$ cat src/logic/arr_pkg.sv
// shared constants for the conversion result register block
package arr_pkg;
  localparam int RESULT_WIDTH = 10;
  localparam int ADDR_WIDTH   = 3;
  // consecutive byte addresses of the registers, one per register
  localparam logic [2:0] OFFSET_RESULT_LOW  = 3'h0;
  localparam logic [2:0] OFFSET_RESULT_HIGH = 3'h1;
  localparam logic [2:0] OFFSET_INPUT_SEL   = 3'h2;
  localparam logic [2:0] OFFSET_STATUS      = 3'h3;
  // input selection register fields
  localparam int SEL_ALIGN_BIT = 5;
  localparam int SEL_CHAN_LSB  = 0;
  localparam int SEL_CHAN_MSB  = 3;
  localparam logic [7:0] SEL_WRITE_MASK = 8'hef;
  localparam logic [7:0] SEL_RESET      = 8'h00;
  // status register fields
  localparam int STAT_DONE_BIT = 0;
  localparam int STAT_LOCK_BIT = 1;
  localparam int STAT_CHAN_LSB = 4;
  localparam int STAT_CHAN_MSB = 7;
  localparam logic [7:0] RESULT_RESET = 8'h00;
  typedef enum logic [0:0] {
    ARR_OPEN   = 1'b0,
    ARR_LOCKED = 1'b1
  } arr_lock_type;
endpackage : arr_pkg

$ cat src/logic/arr_result_store.sv
// holds the raw conversion result and its channel, with load gating
`timescale 1ns/1ns
module arr_result_store #(
  parameter int WIDTH = 10
) (
  input  wire logic             clk,
  input  wire logic             rstSync_n,
  input  wire logic             load,
  input  wire logic [WIDTH-1:0] loadData,
  input  wire logic [3:0]       loadChan,
  output logic      [WIDTH-1:0] storedData,
  output logic      [3:0]       storedChan
);
  always_ff @(posedge clk or negedge rstSync_n) begin
    if (!rstSync_n) begin
      storedData <= '0;
      storedChan <= 4'h0;
    end else if (load) begin
      storedData <= loadData;
      storedChan <= loadChan;
    end
  end
endmodule : arr_result_store

$ cat src/logic/adc_result_register_access.sv
// conversion result register pair with alignment and read lock, Avalon-MM slave
//
// Function
// - alignment clear puts bits 9:8 low in high byte, 7:0 in low byte.
// - alignment set puts bits 9:2 in high byte, 1:0 at low byte bits 7:6.
// - result field is ten bits across the sixteen-bit byte pair.
// - completed conversion value loads into the result pair on completion while unlocked and no low byte read is captured in that cycle.
// - low byte read locks both bytes until high byte read releases it.
// - presentation follows the alignment setting of input selection; channel bits only go to status with the stored result.
// - changing alignment alters presentation immediately, even mid-conversion.
// - done flag sets together with the result register update.
`timescale 1ns/1ns
module adc_result_register_access #(
  parameter int RESULT_WIDTH = arr_pkg::RESULT_WIDTH
) (
  input  wire logic                           clk,
  input  wire logic                           rst_n,
  input  wire logic [arr_pkg::ADDR_WIDTH-1:0] avsAddress,
  input  wire logic                           avsRead,
  input  wire logic                           avsWrite,
  input  wire logic [7:0]                     avsWritedata,
  output logic      [7:0]                     avsReaddata,
  output logic                                avsWaitrequest,
  input  wire logic                           convDone,
  input  wire logic [RESULT_WIDTH-1:0]        convData,
  output logic      [3:0]                     channelSelect,
  output logic                                conversionDoneFlag
);
  // zero fill that pads the result out to the sixteen-bit pair
  localparam int PAD_WIDTH = 16 - RESULT_WIDTH;

  logic                    rstMeta_n;
  logic                    rstSync_n;
  logic                    readAck;
  logic                    firstCycle;
  logic                    selLow;
  logic                    selHigh;
  logic                    selInputSel;
  logic                    selStatus;
  logic                    rdLow;
  logic                    rdHigh;
  logic                    wrTaken;

  logic [7:0]              inputSelectRegister;
  logic                    leftAlignSelect;
  arr_pkg::arr_lock_type   lockState;
  logic                    loadOk;
  logic [RESULT_WIDTH-1:0] storedData;
  logic [3:0]              storedChan;

  logic [15:0]             rightView;
  logic [15:0]             leftView;
  logic [15:0]             pairView;
  logic [7:0]              statusWord;
  logic [7:0]              next_readdata;

  //////////////////////////////////////////////////////////////////////////////
  always_ff @(posedge clk or negedge rst_n) begin
    if (!rst_n) begin
      rstMeta_n <= 1'b0;
      rstSync_n <= 1'b0;
    end else begin
      rstMeta_n <= 1'b1;
      rstSync_n <= rstMeta_n;
    end
  end

  //////////////////////////////////////////////////////////////////////////////
  // everything below runs on the released copy of reset
  // one wait cycle per access, answer on the second edge
  // a request held across the answer edge starts a fresh wait cycle
  always_ff @(posedge clk or negedge rstSync_n) begin
    if (!rstSync_n) begin
      readAck <= 1'b0;
    end else begin
      readAck <= (avsRead || avsWrite) && !readAck;
    end
  end
  assign firstCycle     = (avsRead || avsWrite) && !readAck;
  assign avsWaitrequest = firstCycle;

  function automatic logic hitAddr(input logic [arr_pkg::ADDR_WIDTH-1:0] a, input logic [2:0] o);
    hitAddr = (a == o);
  endfunction : hitAddr

  // register decode, shared by the read and write sides
  assign selLow      = hitAddr(avsAddress, arr_pkg::OFFSET_RESULT_LOW);
  assign selHigh     = hitAddr(avsAddress, arr_pkg::OFFSET_RESULT_HIGH);
  assign selInputSel = hitAddr(avsAddress, arr_pkg::OFFSET_INPUT_SEL);
  assign selStatus   = hitAddr(avsAddress, arr_pkg::OFFSET_STATUS);

  // read data and lock move on the first cycle of a read, so the byte
  // returned and the lock it sets come from one stored value
  assign rdLow   = avsRead && firstCycle && selLow;
  assign rdHigh  = avsRead && firstCycle && selHigh;
  assign wrTaken = avsWrite && readAck;

  //////////////////////////////////////////////////////////////////////////////
  // bit four is not writable and reads zero
  always_ff @(posedge clk or negedge rstSync_n) begin
    if (!rstSync_n) begin
      inputSelectRegister <= arr_pkg::SEL_RESET;
    end else if (wrTaken && selInputSel) begin
      inputSelectRegister <= avsWritedata & arr_pkg::SEL_WRITE_MASK;
    end
  end
  assign leftAlignSelect = inputSelectRegister[arr_pkg::SEL_ALIGN_BIT];
  assign channelSelect   = inputSelectRegister[arr_pkg::SEL_CHAN_MSB:arr_pkg::SEL_CHAN_LSB];

  //////////////////////////////////////////////////////////////////////////////
  // lock: a high read in the same cycle as a low read cannot happen on one bus
  always_ff @(posedge clk or negedge rstSync_n) begin
    if (!rstSync_n) begin
      lockState <= arr_pkg::ARR_OPEN;
    end else begin
      case (lockState)
        arr_pkg::ARR_OPEN: begin
          if (rdLow) begin
            lockState <= arr_pkg::ARR_LOCKED;
          end
        end
        arr_pkg::ARR_LOCKED: begin
          if (rdHigh) begin
            lockState <= arr_pkg::ARR_OPEN;
          end
        end
        default: lockState <= arr_pkg::ARR_OPEN;
      endcase
    end
  end

  //////////////////////////////////////////////////////////////////////////////
  // completions while locked are dropped, not queued; one that meets the
  // low-byte capture is dropped too, or the two bytes would disagree
  assign loadOk = convDone && (lockState == arr_pkg::ARR_OPEN) && !rdLow;

  // the channel is stored with the value, so status names its source
  arr_result_store #(
    .WIDTH(RESULT_WIDTH)
  ) u_store (
    .clk        (clk),
    .rstSync_n  (rstSync_n),
    .load       (loadOk),
    .loadData   (convData),
    .loadChan   (channelSelect),
    .storedData (storedData),
    .storedChan (storedChan)
  );

  //////////////////////////////////////////////////////////////////////////////
  // done flag sets with the load; write one clears; set wins over clear
  // clearing needs a one in the done bit, zeros leave the flag alone
  always_ff @(posedge clk or negedge rstSync_n) begin
    if (!rstSync_n) begin
      conversionDoneFlag <= 1'b0;
    end else if (loadOk) begin
      conversionDoneFlag <= 1'b1;
    end else if (wrTaken && selStatus && avsWritedata[arr_pkg::STAT_DONE_BIT]) begin
      conversionDoneFlag <= 1'b0;
    end
  end

  //////////////////////////////////////////////////////////////////////////////
  // bit placement for both alignments, fixed by the width parameter
  for (genvar g = 0; g < 16; g++) begin : g_view
    if (g < RESULT_WIDTH) begin : g_right_data
      assign rightView[g] = storedData[g];
    end else begin : g_right_pad
      assign rightView[g] = 1'b0;
    end
    if (g >= PAD_WIDTH) begin : g_left_data
      assign leftView[g] = storedData[g-PAD_WIDTH];
    end else begin : g_left_pad
      assign leftView[g] = 1'b0;
    end
  end

  // presentation is combinational on the live alignment bit
  always_comb begin
    if (leftAlignSelect) begin
      pairView = leftView;
    end else begin
      pairView = rightView;
    end
  end

  //////////////////////////////////////////////////////////////////////////////
  // status: done flag, lock state and the channel the held result came from
  always_comb begin
    statusWord = 8'h00;
    statusWord[arr_pkg::STAT_DONE_BIT] = conversionDoneFlag;
    statusWord[arr_pkg::STAT_LOCK_BIT] = (lockState == arr_pkg::ARR_LOCKED);
    statusWord[arr_pkg::STAT_CHAN_MSB:arr_pkg::STAT_CHAN_LSB] = storedChan;
  end

  // unmapped words read zero
  always_comb begin
    next_readdata = 8'h00;
    if (selLow) begin
      next_readdata = pairView[7:0];
    end else if (selHigh) begin
      next_readdata = pairView[15:8];
    end else if (selInputSel) begin
      next_readdata = inputSelectRegister;
    end else if (selStatus) begin
      next_readdata = statusWord;
    end
  end

  // captured on the first cycle, stands through the answer edge
  always_ff @(posedge clk or negedge rstSync_n) begin
    if (!rstSync_n) begin
      avsReaddata <= 8'h00;
    end else if (avsRead && firstCycle) begin
      avsReaddata <= next_readdata;
    end
  end
endmodule : adc_result_register_access

$ cat config.mk
export PLATFORM = sky130hd
export DESIGN_NAME = adc_result_register_access
export DESIGN_NICKNAME = d
export VERILOG_FILES = /design/src/logic/arr_pkg.sv /design/src/logic/arr_result_store.sv /design/src/logic/adc_result_register_access.sv
export SDC_FILE = /design/constraint.sdc
export NUM_CORES = 1
export LEC_CHECK = 0
export BUFFER_PORTS_ARGS = -buffer_cell sky130_fd_sc_hd__buf_2
export CAP_MARGIN = 10
export CORE_ASPECT_RATIO = 1.2
export CORE_UTILIZATION = 52
export DETAILED_ROUTE_END_ITERATION = 7
export PLACE_DENSITY_LB_ADDON = 0.1
export RECOVER_POWER = 25
export SKIP_CTS_REPAIR_TIMING = 1
export SYNTH_ARGS = -nofsm -noshare
export SYNTH_HDL_FRONTEND = slang
export SYNTH_SLANG_ARGS = --single-unit
$ cat constraint.sdc
create_clock -name clk -period 1.4 [get_ports clk]
set_clock_uncertainty 0.05 [all_clocks]
set_input_delay 0.07 -clock clk [delete_from_list [all_inputs] [get_ports clk]]
set_output_delay 0.07 -clock clk [all_outputs]
set_load 0.01 [all_outputs]
==> impl_metrics.ini, run 1 <==
[die]
start_util_pct = 54.4
die_area_um2 = 3400
core-area_um2 = 3030
die_h_um = 63.7
row_count = 22
die_w_um = 53.4
io_pins = 40

[synthesis]
yosysSeqAreaShare_pct = 51.6
ys_ff_latch = 34
synth_commonest_cells = dfrtp_1, mux2_2, nor2_1
synth.distinct_cells = 35
yosysMostFrequentCell = dfrtp_1
yosys.area.top_type = dfrtp_1
avgSynthCellArea_um2 = 12.4
ys.flop_type = dfrtp_1
synth_warnings = 0
syn_inst = 133
synth.area.top_cells = dfrtp_1, mux2_2, mux2_4
async_flop_share_pct = 100
synth-edff-count = 0
synth_top_area_share_pct = 51.6
synth_nets = 159
netlist_area_um2 = 1650

[sta]
min_period_over_period_pct = 113
finalHoldViolCount = 1
setup_viol = 17
tightest_slew_ns = 0.785
fin_ws_ns = -0.189
grt_setup_unrepaired = true
slew_headroom_pct = 47.7
whs_ns = -0.00320
maxSlewViolCount = 0
max_freq_ghz = 0.629
post-route-min-period_ns = 1.59

[worst_setup_path]
start_kind = flip-flop
critPathKind = flip-flop to flip-flop
crit_path_top_delay_cell = dfrtp_1
cp_num_buf_inv = 1
cpPeakStageDelay_ns = 0.40
cp_max_fo = 7
crit_arrival_ns = 1.77
path_cells = and2b_2 -> nand2b_4 -> and3b_2 -> clkbuf_16 -> mux2_4
endpoint_kind = flip-flop
cp.required_ns = 1.58
worst_path_dominant_cell_family = simple AND/OR/NAND/NOR gates

[power]
peakVddDrop_mv = 0.982
sw_frac_of_total_pct = 31.3
clkPwrFrac_pct = 16.4
p_seq_share_pct = 49.1
power_switching_mw = 0.931
leakage_nw = 1.11
comb_power_share_pct = 34.5
power_density_nw_per_um2 = 1300
intPower_mw = 2.04

[drt]
num_vias = 1346
dr.pass1.iters = 6
viasPerCell = 5.56
wire_per_inst_um = 17.3
remaining_drc_errors = 0
drtAntennaViolNets = 0
drt_wl_total_um = 4190
drtIter0Drc = 63

[cts]
cts_sinks = 34
root_buffer = clkbuf_4
htreeDepth = 2
cts_buffers = 5
insertion_delay_ns = 0.34
path_clk_slew_ns = 0.09
cts_tree = built
clockBufferDepth = 2

[global_routing]
grt_max_degree = 33
gr-total-overflow = 0
grt_usage_pct = 24.2
antenna_found_initial = 0
grt_pass1_vias = 1237
grt_pass1_wl_um = 5800

[status]
failed_checks = hold timing, setup timing
status = finished with violations

[cells_and_area]
num-nets-final = 232
syn2layout_area_growth_pct = 38.3
ff_latch_area_um2 = 852
drive_above_1_share_pct = 48.1
multi_input_area_um2 = 773
antenna_cells = 0
fill_cells = 213

[placement]
port_buffers = 38
dp_slack_ns = -0.145
gp_congestion = 0.824
hpwl_um = 2600

[min_path]
hp-class = primary input to flip-flop

[run]
cap_violations = 0
-- per-stage QoR --
step | utilization [%] | cell area [um2] | power, mW | std cells | TNS [ns]
final | 75.3 | 2280 | 2.97 | 242 | -2.50
after global routing | 75.3 | 2280 | 3.15 | 242 | -3.18
after CTS | 65.4 | 1980 | 2.81 | 220 | -1.94
after detailed placement | 63.9 | 1930 | 2.31 | 213 | -2.87
after global placement | 63.9 | 1930 | 2.27 | 213 | -2.32
after floorplan | - | 1650 | 2.04 | 133 | -1.82
-- layer usage --
| metal | vias up | routed length, um | GRT usage, % |
|---|---|---|---|
| li1 | 621 | - | - |
| met1 | 652 | 1720 | 29.3 |
| met4 | 0 | 119 | 10.2 |
| met3 | 15 | 220 | 6.52 |
| met2 | 58 | 2130 | 39.4 |
| met5 | - | 0 | 0 |
-- path summary, 6_finish.rpt --
path | startpoint | to | slack, ns | cells after the start
max in group asynchronous | rstSync_n$_DFF_PN0_ | inputSelectRegister[5]$_DFFE_PN0P_ | 0.41 | 1
worst max-delay path | readAck$_DFF_PN0_ | u_store.storedData[9]$_DFFE_PN0P_ | -0.19 | 5
worst max register to register | readAck$_DFF_PN0_ | u_store.storedData[9]$_DFFE_PN0P_ | -0.19 | 5
worst min-delay path | avsRead | readAck$_DFF_PN0_ | -0.003 | 3
worst min register to register | rstMeta_n$_DFF_PN0_ | rstSync_n$_DFF_PN0_ | 0.32 | 0
min in group asynchronous | rstSync_n$_DFF_PN0_ | u_store.storedData[1]$_DFFE_PN0P_ | 0.36 | 1
-- power groups by stage --
stage                     Combinational [mW]  Sequential (mW)  Clock [mW]
after floorplan                        0.625             1.42           0
final                                   1.02             1.46       0.488
after global routing                    1.11             1.49       0.555
after detailed placement               0.855             1.45           0
after CTS                              0.859             1.44       0.510
after global placement                 0.827             1.44           0
-- registers in the layout, indices dropped and copies added, names as in the netlist --
name                 cells
avsReaddata              8
conversionDoneFlag       1
inputSelectRegister      7
lockState                1
readAck                  1
rstMeta_n                1
rstSync_n                1
u_store.storedChan       4
u_store.storedData      10
-- placed cells by master, fill, tap and decap left out, drive strengths merged, types with 3 or more instances in the layout --
cell / n
a21oi: 5
a221oi: 3
a22o: 3
buf: 55
clkbuf: 9
dfrtp: 34
dlygate4sd3: 20
mux2: 24
mux2i: 5
nand2: 6
nor2: 14
-- layout make-up --
cell class | count | share of cell area, %
clock buffers | 7 | 1.98
multi-input cells | 88 | 33.9
flip-flops and latches | 34 | 37.4
well taps | 36 | 1.98
repair buffers | 77 | 24.8
-- worst register-to-register path, cell delays in order, from the launching register on --
cell       delay, ns
dfrtp_1         0.40
and2b_2         0.26
nand2b_4        0.06
and3b_2         0.24
clkbuf_16       0.18
mux2_4          0.30
-- kinds of logic after synthesis --
| group | count (synthesis) | synth area share [%] |
|---|---|---|
| simple gates | 38 | 12.5 |
| flops | 34 | 51.6 |
| mux | 29 | 21.5 |
| compound gates | 20 | 8.73 |
| buf+inv | 11 | 5.39 |
| other cells | 1 | 0.228 |
No activity file was read; power rests on OpenSTA's default activity.
==> run 2, diff against run 1 <==
--- a/config.mk
+++ b/config.mk
@@ -5,10 +5,11 @@
 export SDC_FILE = /design/constraint.sdc
 export NUM_CORES = 1
 export LEC_CHECK = 0
+export ABC_AREA = 1
 export BUFFER_PORTS_ARGS = -buffer_cell sky130_fd_sc_hd__buf_2
 export CAP_MARGIN = 10
 export CORE_ASPECT_RATIO = 1.2
-export CORE_UTILIZATION = 52
+export CORE_UTILIZATION = 53
 export DETAILED_ROUTE_END_ITERATION = 7
 export PLACE_DENSITY_LB_ADDON = 0.1
 export RECOVER_POWER = 25
==> impl_metrics.ini, run 2 <==
[worst_setup_path]
endpoint_kind = primary output
crit_arrival_ns = 1.17
cp_max_fo = 3
crit_end = avsWaitrequest
rr_endpoint = u_store.storedData[9]$_DFFE_PN0P_
critPathKind = flip-flop to primary output
critPathLaunch = readAck$_DFF_PN0_
cp.required_ns = 1.28
r2r_cells = 5
r2r_slack_ns = 0.11
rr_startpoint = readAck$_DFF_PN0_
start_kind = flip-flop

[sta]
post-route-min-period_ns = 1.29
slew_headroom_pct = 48.8
min_period_over_period_pct = 92.1
fin_ws_ns = 0.110
setup_viol = 0
max_freq_ghz = 0.775
maxSlewViolCount = 0
grt_setup_unrepaired = false
whs_ns = -0.000346
tightest_slew_ns = 0.767
finalHoldViolCount = 1
fin_tns_setup_ns = 0

[drt]
num_vias = 1656
dr.pass1.iters = 5
wire_per_inst_um = 12.7
remaining_drc_errors = 0
viasPerCell = 5.16
drtAntennaViolNets = 0
drtIter0Drc = 57
drt_wl_total_um = 4090

[synthesis]
async_flop_share_pct = 100
syn_inst = 225
synth.distinct_cells = 19
synth.area.top_cells = dfrtp_1, nand2_1, nand4_1
yosys.area.top_type = dfrtp_1
synth-edff-count = 0
ys.flop_type = dfrtp_1
synth_nets = 251
synth_top_area_share_pct = 48.0
avgSynthCellArea_um2 = 7.88
ys_ff_latch = 34
netlist_area_um2 = 1770
synth_warnings = 0
yosysSeqAreaShare_pct = 48.0
yosysMostFrequentCell = nand2_1
synth_commonest_cells = nand2_1, dfrtp_1, nand3_1

[cts]
cts_buffers = 5
cts_sinks = 34
insertion_delay_ns = 0.33
path_clk_slew_ns = 0.10
root_buffer = clkbuf_4
cts_tree = built
htreeDepth = 2
clockBufferDepth = 2

[min_path]
hp-class = primary input to flip-flop
hp-start = avsRead
whs_path_depth = 3

[die]
io_pins = 40
start_util_pct = 57.0
row_count = 22
die_w_um = 54.8
core-area_um2 = 3110
die_h_um = 65.4
die_area_um2 = 3580

[cells_and_area]
mostFrequentLayoutCell = nand2_1
drive_above_1_share_pct = 24.6
reg.largest.list = u_store.storedData: 10 flops, avsReaddata: 8 flops, inputSelectRegister: 7 flops
syn2layout_area_growth_pct = 27.3
fill_cells = 277
antenna_cells = 0
num-nets-final = 310
regMostFlops = u_store.storedData
ff_latch_area_um2 = 851
largest_reg_flops = 10
mostFrequentLayoutCells = nand2_1, buf_2, dfrtp_1
multi_input_area_um2 = 749
instances_no_fill = 321

[placement]
post-place-cells = 293
port_buffers = 38
gp_congestion = 0.877
hpwl_um = 2770
dp_slack_ns = 0.0649

[status]
failed_checks = hold timing
status = finished with violations

[power]
leakage_nw = 1.22
peakVddDrop_mv = 1.07
power_density_nw_per_um2 = 1280

[global_routing]
grt_pass1_wl_um = 6310
grt_pass1_vias = 1410
grt_max_degree = 33
gr-total-overflow = 0
grt_usage_pct = 24.4
antenna_found_initial = 0

[run]
cap_violations = 0
[run 2: changes by cell type after synthesis, moves of 6 or more]
cell     previous run  this run
mux2_4              9         0
nand3_1             2        25
o21ai_1             0         6
mux2_2             15         0
nand2_1             6        71
inv_1               0        17
nand4_1             2        22
buf_2               1        10
[run 2: worst min-delay path by stage]
stage | endpoint | slack [ns]
2_1_floorplan | rstMeta_n$_DFF_PN0_ | -0.28
3_3_place_gp | rstMeta_n$_DFF_PN0_ | -0.19
3_5_place_dp | rstSync_n$_DFF_PN0_ | -0.19
4_1_cts | rstSync_n$_DFF_PN0_ | -0.55
5_1_grt | readAck$_DFF_PN0_ | 0.07
6_report | readAck$_DFF_PN0_ | -0.0003
[run 2: cell families (layout without fill, tap and decap cells)]
group	count (synthesis)	count (layout)	synth area share (%)
buf+inv	36	96	10.2
flops	34	34	48.0
compound gates	9	9	2.54
simple gates	145	145	39.0
other cells	1	1	0.212
[run 2: metal layers]
layer	global-route usage, %	vias up	wire, um
li1	-	843	-
met1	30.9	761	1820
met4	8.65	0	53
met5	0	-	0
met2	39.5	45	2030
met3	5.79	7	186
[run 2: critical path: stages (launching register included)]
cell and delay (ns):
dfrtp_1 0.42, buf_4 0.16, nor2_1 0.12, buf_2 0.14
[run 2: final cells by class]
cell class                      instances  share of cell area, %
Clock buffer                            7                   2.44
Clock inverter                          1                  0.222
Inverter                               19                   3.16
Multi-Input combinational cell        155                   33.2
Sequential cell                        34                   37.7
Tap cell                               36                   2.00
Timing Repair Buffer                   69                   21.3
[run 2: through the flow]
stage | util, % | area [um2] | total power, mW
CTS | 66.0 | 2050 | 2.84
finish | 72.6 | 2260 | 2.88
floorplan | - | 1770 | 2.02
detailed placement | 64.1 | 1990 | 2.29
global placement | 64.1 | 1990 | 2.26
global route | 72.6 | 2260 | 3.10
[run 2: power breakdown]
part	internal (mW)	switching (mW)	total (mW)
Clock	0.243	0.314	0.558
Combinational	0.385	0.481	0.865
Sequential	1.25	0.210	1.46
Total	1.88	1.01	2.88
==> run 3, diff against run 2 <==
==> constraint.sdc (replaced) <==
create_clock -name clk -period 1.2 [get_ports clk]
set_clock_uncertainty 0.05 [all_clocks]
set_input_delay 0.06 -clock clk [delete_from_list [all_inputs] [get_ports clk]]
set_output_delay 0.06 -clock clk [all_outputs]
set_load 0.01 [all_outputs]
==> impl_metrics.ini, run 3 (synthesis gave the netlist of run 2 again) <==
[cells_and_area]
mostFrequentLayoutCells = nand2_1, buf_2, dfrtp_1
regMostFlops = u_store.storedData
reg.largest.list = u_store.storedData: 10 flops, avsReaddata: 8 flops, inputSelectRegister: 7 flops
syn2layout_area_growth_pct = 40.5
num-nets-final = 323
antenna_cells = 0
mostFrequentLayoutCell = nand2_1
largest_reg_flops = 10
drive_above_1_share_pct = 31.9

[drt]
dr.pass1.iters = 5
drt_wl_total_um = 4630
drtIter0Drc = 96
drtAntennaViolNets = 0
num_vias = 1801
wire_per_inst_um = 13.9
viasPerCell = 5.39
remaining_drc_errors = 0

[power]
leakage_nw = 1.31
p_seq_share_pct = 47.8
intPower_mw = 2.28
power_switching_mw = 1.29
power_density_nw_per_um2 = 1430
peakVddDrop_mv = 1.23
sw_frac_of_total_pct = 36.2
total_power_mw = 3.57
clkPwrFrac_pct = 18.7
comb_power_share_pct = 33.5

[die]
die_h_um = 65.4
start_util_pct = 57.0
row_count = 22
die_w_um = 54.8
die_area_um2 = 3580
io_pins = 40
core-area_um2 = 3110

[worst_setup_path]
crit_end = u_store.storedData[3]$_DFFE_PN0P_
cp_max_fo = 7
start_kind = flip-flop
critPathKind = flip-flop to flip-flop
crit_arrival_ns = 1.57
cp.required_ns = 1.44
r2r_slack_ns = -0.13
r2r_cells = 4
cp.depth = 4
worst_path_dominant_cell_family = simple AND/OR/NAND/NOR gates
cpPeakStageDelay_ns = 0.42
rr_endpoint = u_store.storedData[3]$_DFFE_PN0P_
cp_num_buf_inv = 1
path_cells = nor2_4 -> buf_4 -> nand3_1 -> nand2_1
crit_path_top_delay_cell = dfrtp_1
critPathLaunch = lockState$_DFF_PN0_
rr_startpoint = lockState$_DFF_PN0_
endpoint_kind = flip-flop

[sta]
tightest_slew_ns = 0.760
fin_ws_ns = -0.130
whs_ns = -0.00829
max_freq_ghz = 0.752
maxSlewViolCount = 0
post-route-min-period_ns = 1.33
min_period_over_period_pct = 111
finalHoldViolCount = 1
setup_viol = 25
grt_setup_unrepaired = true
slew_headroom_pct = 49.3

[global_routing]
grt_usage_pct = 25.3
gr-total-overflow = 0
grt_pass1_vias = 1461
grt_max_degree = 33
grt_pass1_wl_um = 6370
antenna_found_initial = 0

[status]
status = finished with violations
failed_checks = hold timing, setup timing

[cts]
cts_tree = built
path_clk_slew_ns = 0.10
insertion_delay_ns = 0.34
cts_sinks = 34
htreeDepth = 2
root_buffer = clkbuf_4
cts_buffers = 5
clockBufferDepth = 2

[min_path]
hp-class = primary input to flip-flop

[placement]
gp_congestion = 0.889
dp_slack_ns = -0.0665
hpwl_um = 2850
port_buffers = 38

[run]
cap_violations = 0
run 3: cell types whose count changed in the layout (fill, tap and decap cells not counted), moves of 2 or more:
cell / previous run / this run
nand3_2: 1 / 9
buf_4: 10 / 14
nand3_1: 25 / 16
nand2_8: 1 / 3
nor2_1: 16 / 13
buf_6: 0 / 7
nor2_4: 0 / 2
run 3: layout make-up:
| class | count | area [um2] |
|---|---|---|
| Tap cell | 36 | 45.0 |
| Fill cell | 239 | 619 |
| Timing Repair Buffer | 80 | 604 |
| Sequential cell | 34 | 851 |
| Inverter | 19 | 71.3 |
| Clock inverter | 1 | 5.00 |
| Clock buffer | 7 | 55.1 |
| Multi-Input combinational cell | 157 | 860 |
run 3: power groups by stage:
stage | Clock (mW) | Combinational [mW] | Sequential, mW
2_1_floorplan | 0 | 0.691 | 1.70
3_3_place_gp | 0 | 1.00 | 1.71
3_5_place_dp | 0 | 1.02 | 1.72
4_1_cts | 0.668 | 1.03 | 1.69
5_1_grt | 0.712 | 1.34 | 1.75
6_report | 0.665 | 1.20 | 1.71
run 3: worst min path at each step:
stage / from / endpoint / slack, ns / cells past startpoint
after floorplan: rst_n / rstMeta_n$_DFF_PN0_ / -0.29 / 0
after global placement: rst_n / rstSync_n$_DFF_PN0_ / -0.20 / 1
after detailed placement: rst_n / rstSync_n$_DFF_PN0_ / -0.20 / 1
after CTS: rst_n / rstSync_n$_DFF_PN0_ / -0.57 / 1
after global routing: avsRead / readAck$_DFF_PN0_ / 0.003 / 3
final: avsWrite / readAck$_DFF_PN0_ / -0.008 / 3
run 3: through the flow:
step	hold WS (ns)	instances	instance area [um2]	TNS (ns)	utilization [%]
floorplan	-0.286	225	1820	-0.304	-
global placement	-0.205	302	2090	-0.237	67.2
detailed placement	-0.204	302	2090	-0.996	67.2
CTS	-0.572	310	2150	-1.63	69.1
global route	0.00290	334	2490	-3.52	80.1
finish	-0.00829	334	2490	-1.92	80.1
run 3: worst register-to-register path, delay by kind of cell (launching register included):
family / cells / cell delay, ns
and+or+nand+nor: 3 / 0.56
buffers and inverters: 1 / 0.25
DFF: 1 / 0.42
run 3: layer usage:
layer	share of wire [%]	global-route usage (%)	up-vias
met5	0	0	-
met4	3.3	8.01	0
met3	6.2	6.94	21
met2	52	40.1	64
met1	38	32.6	843
li1	-	-	873
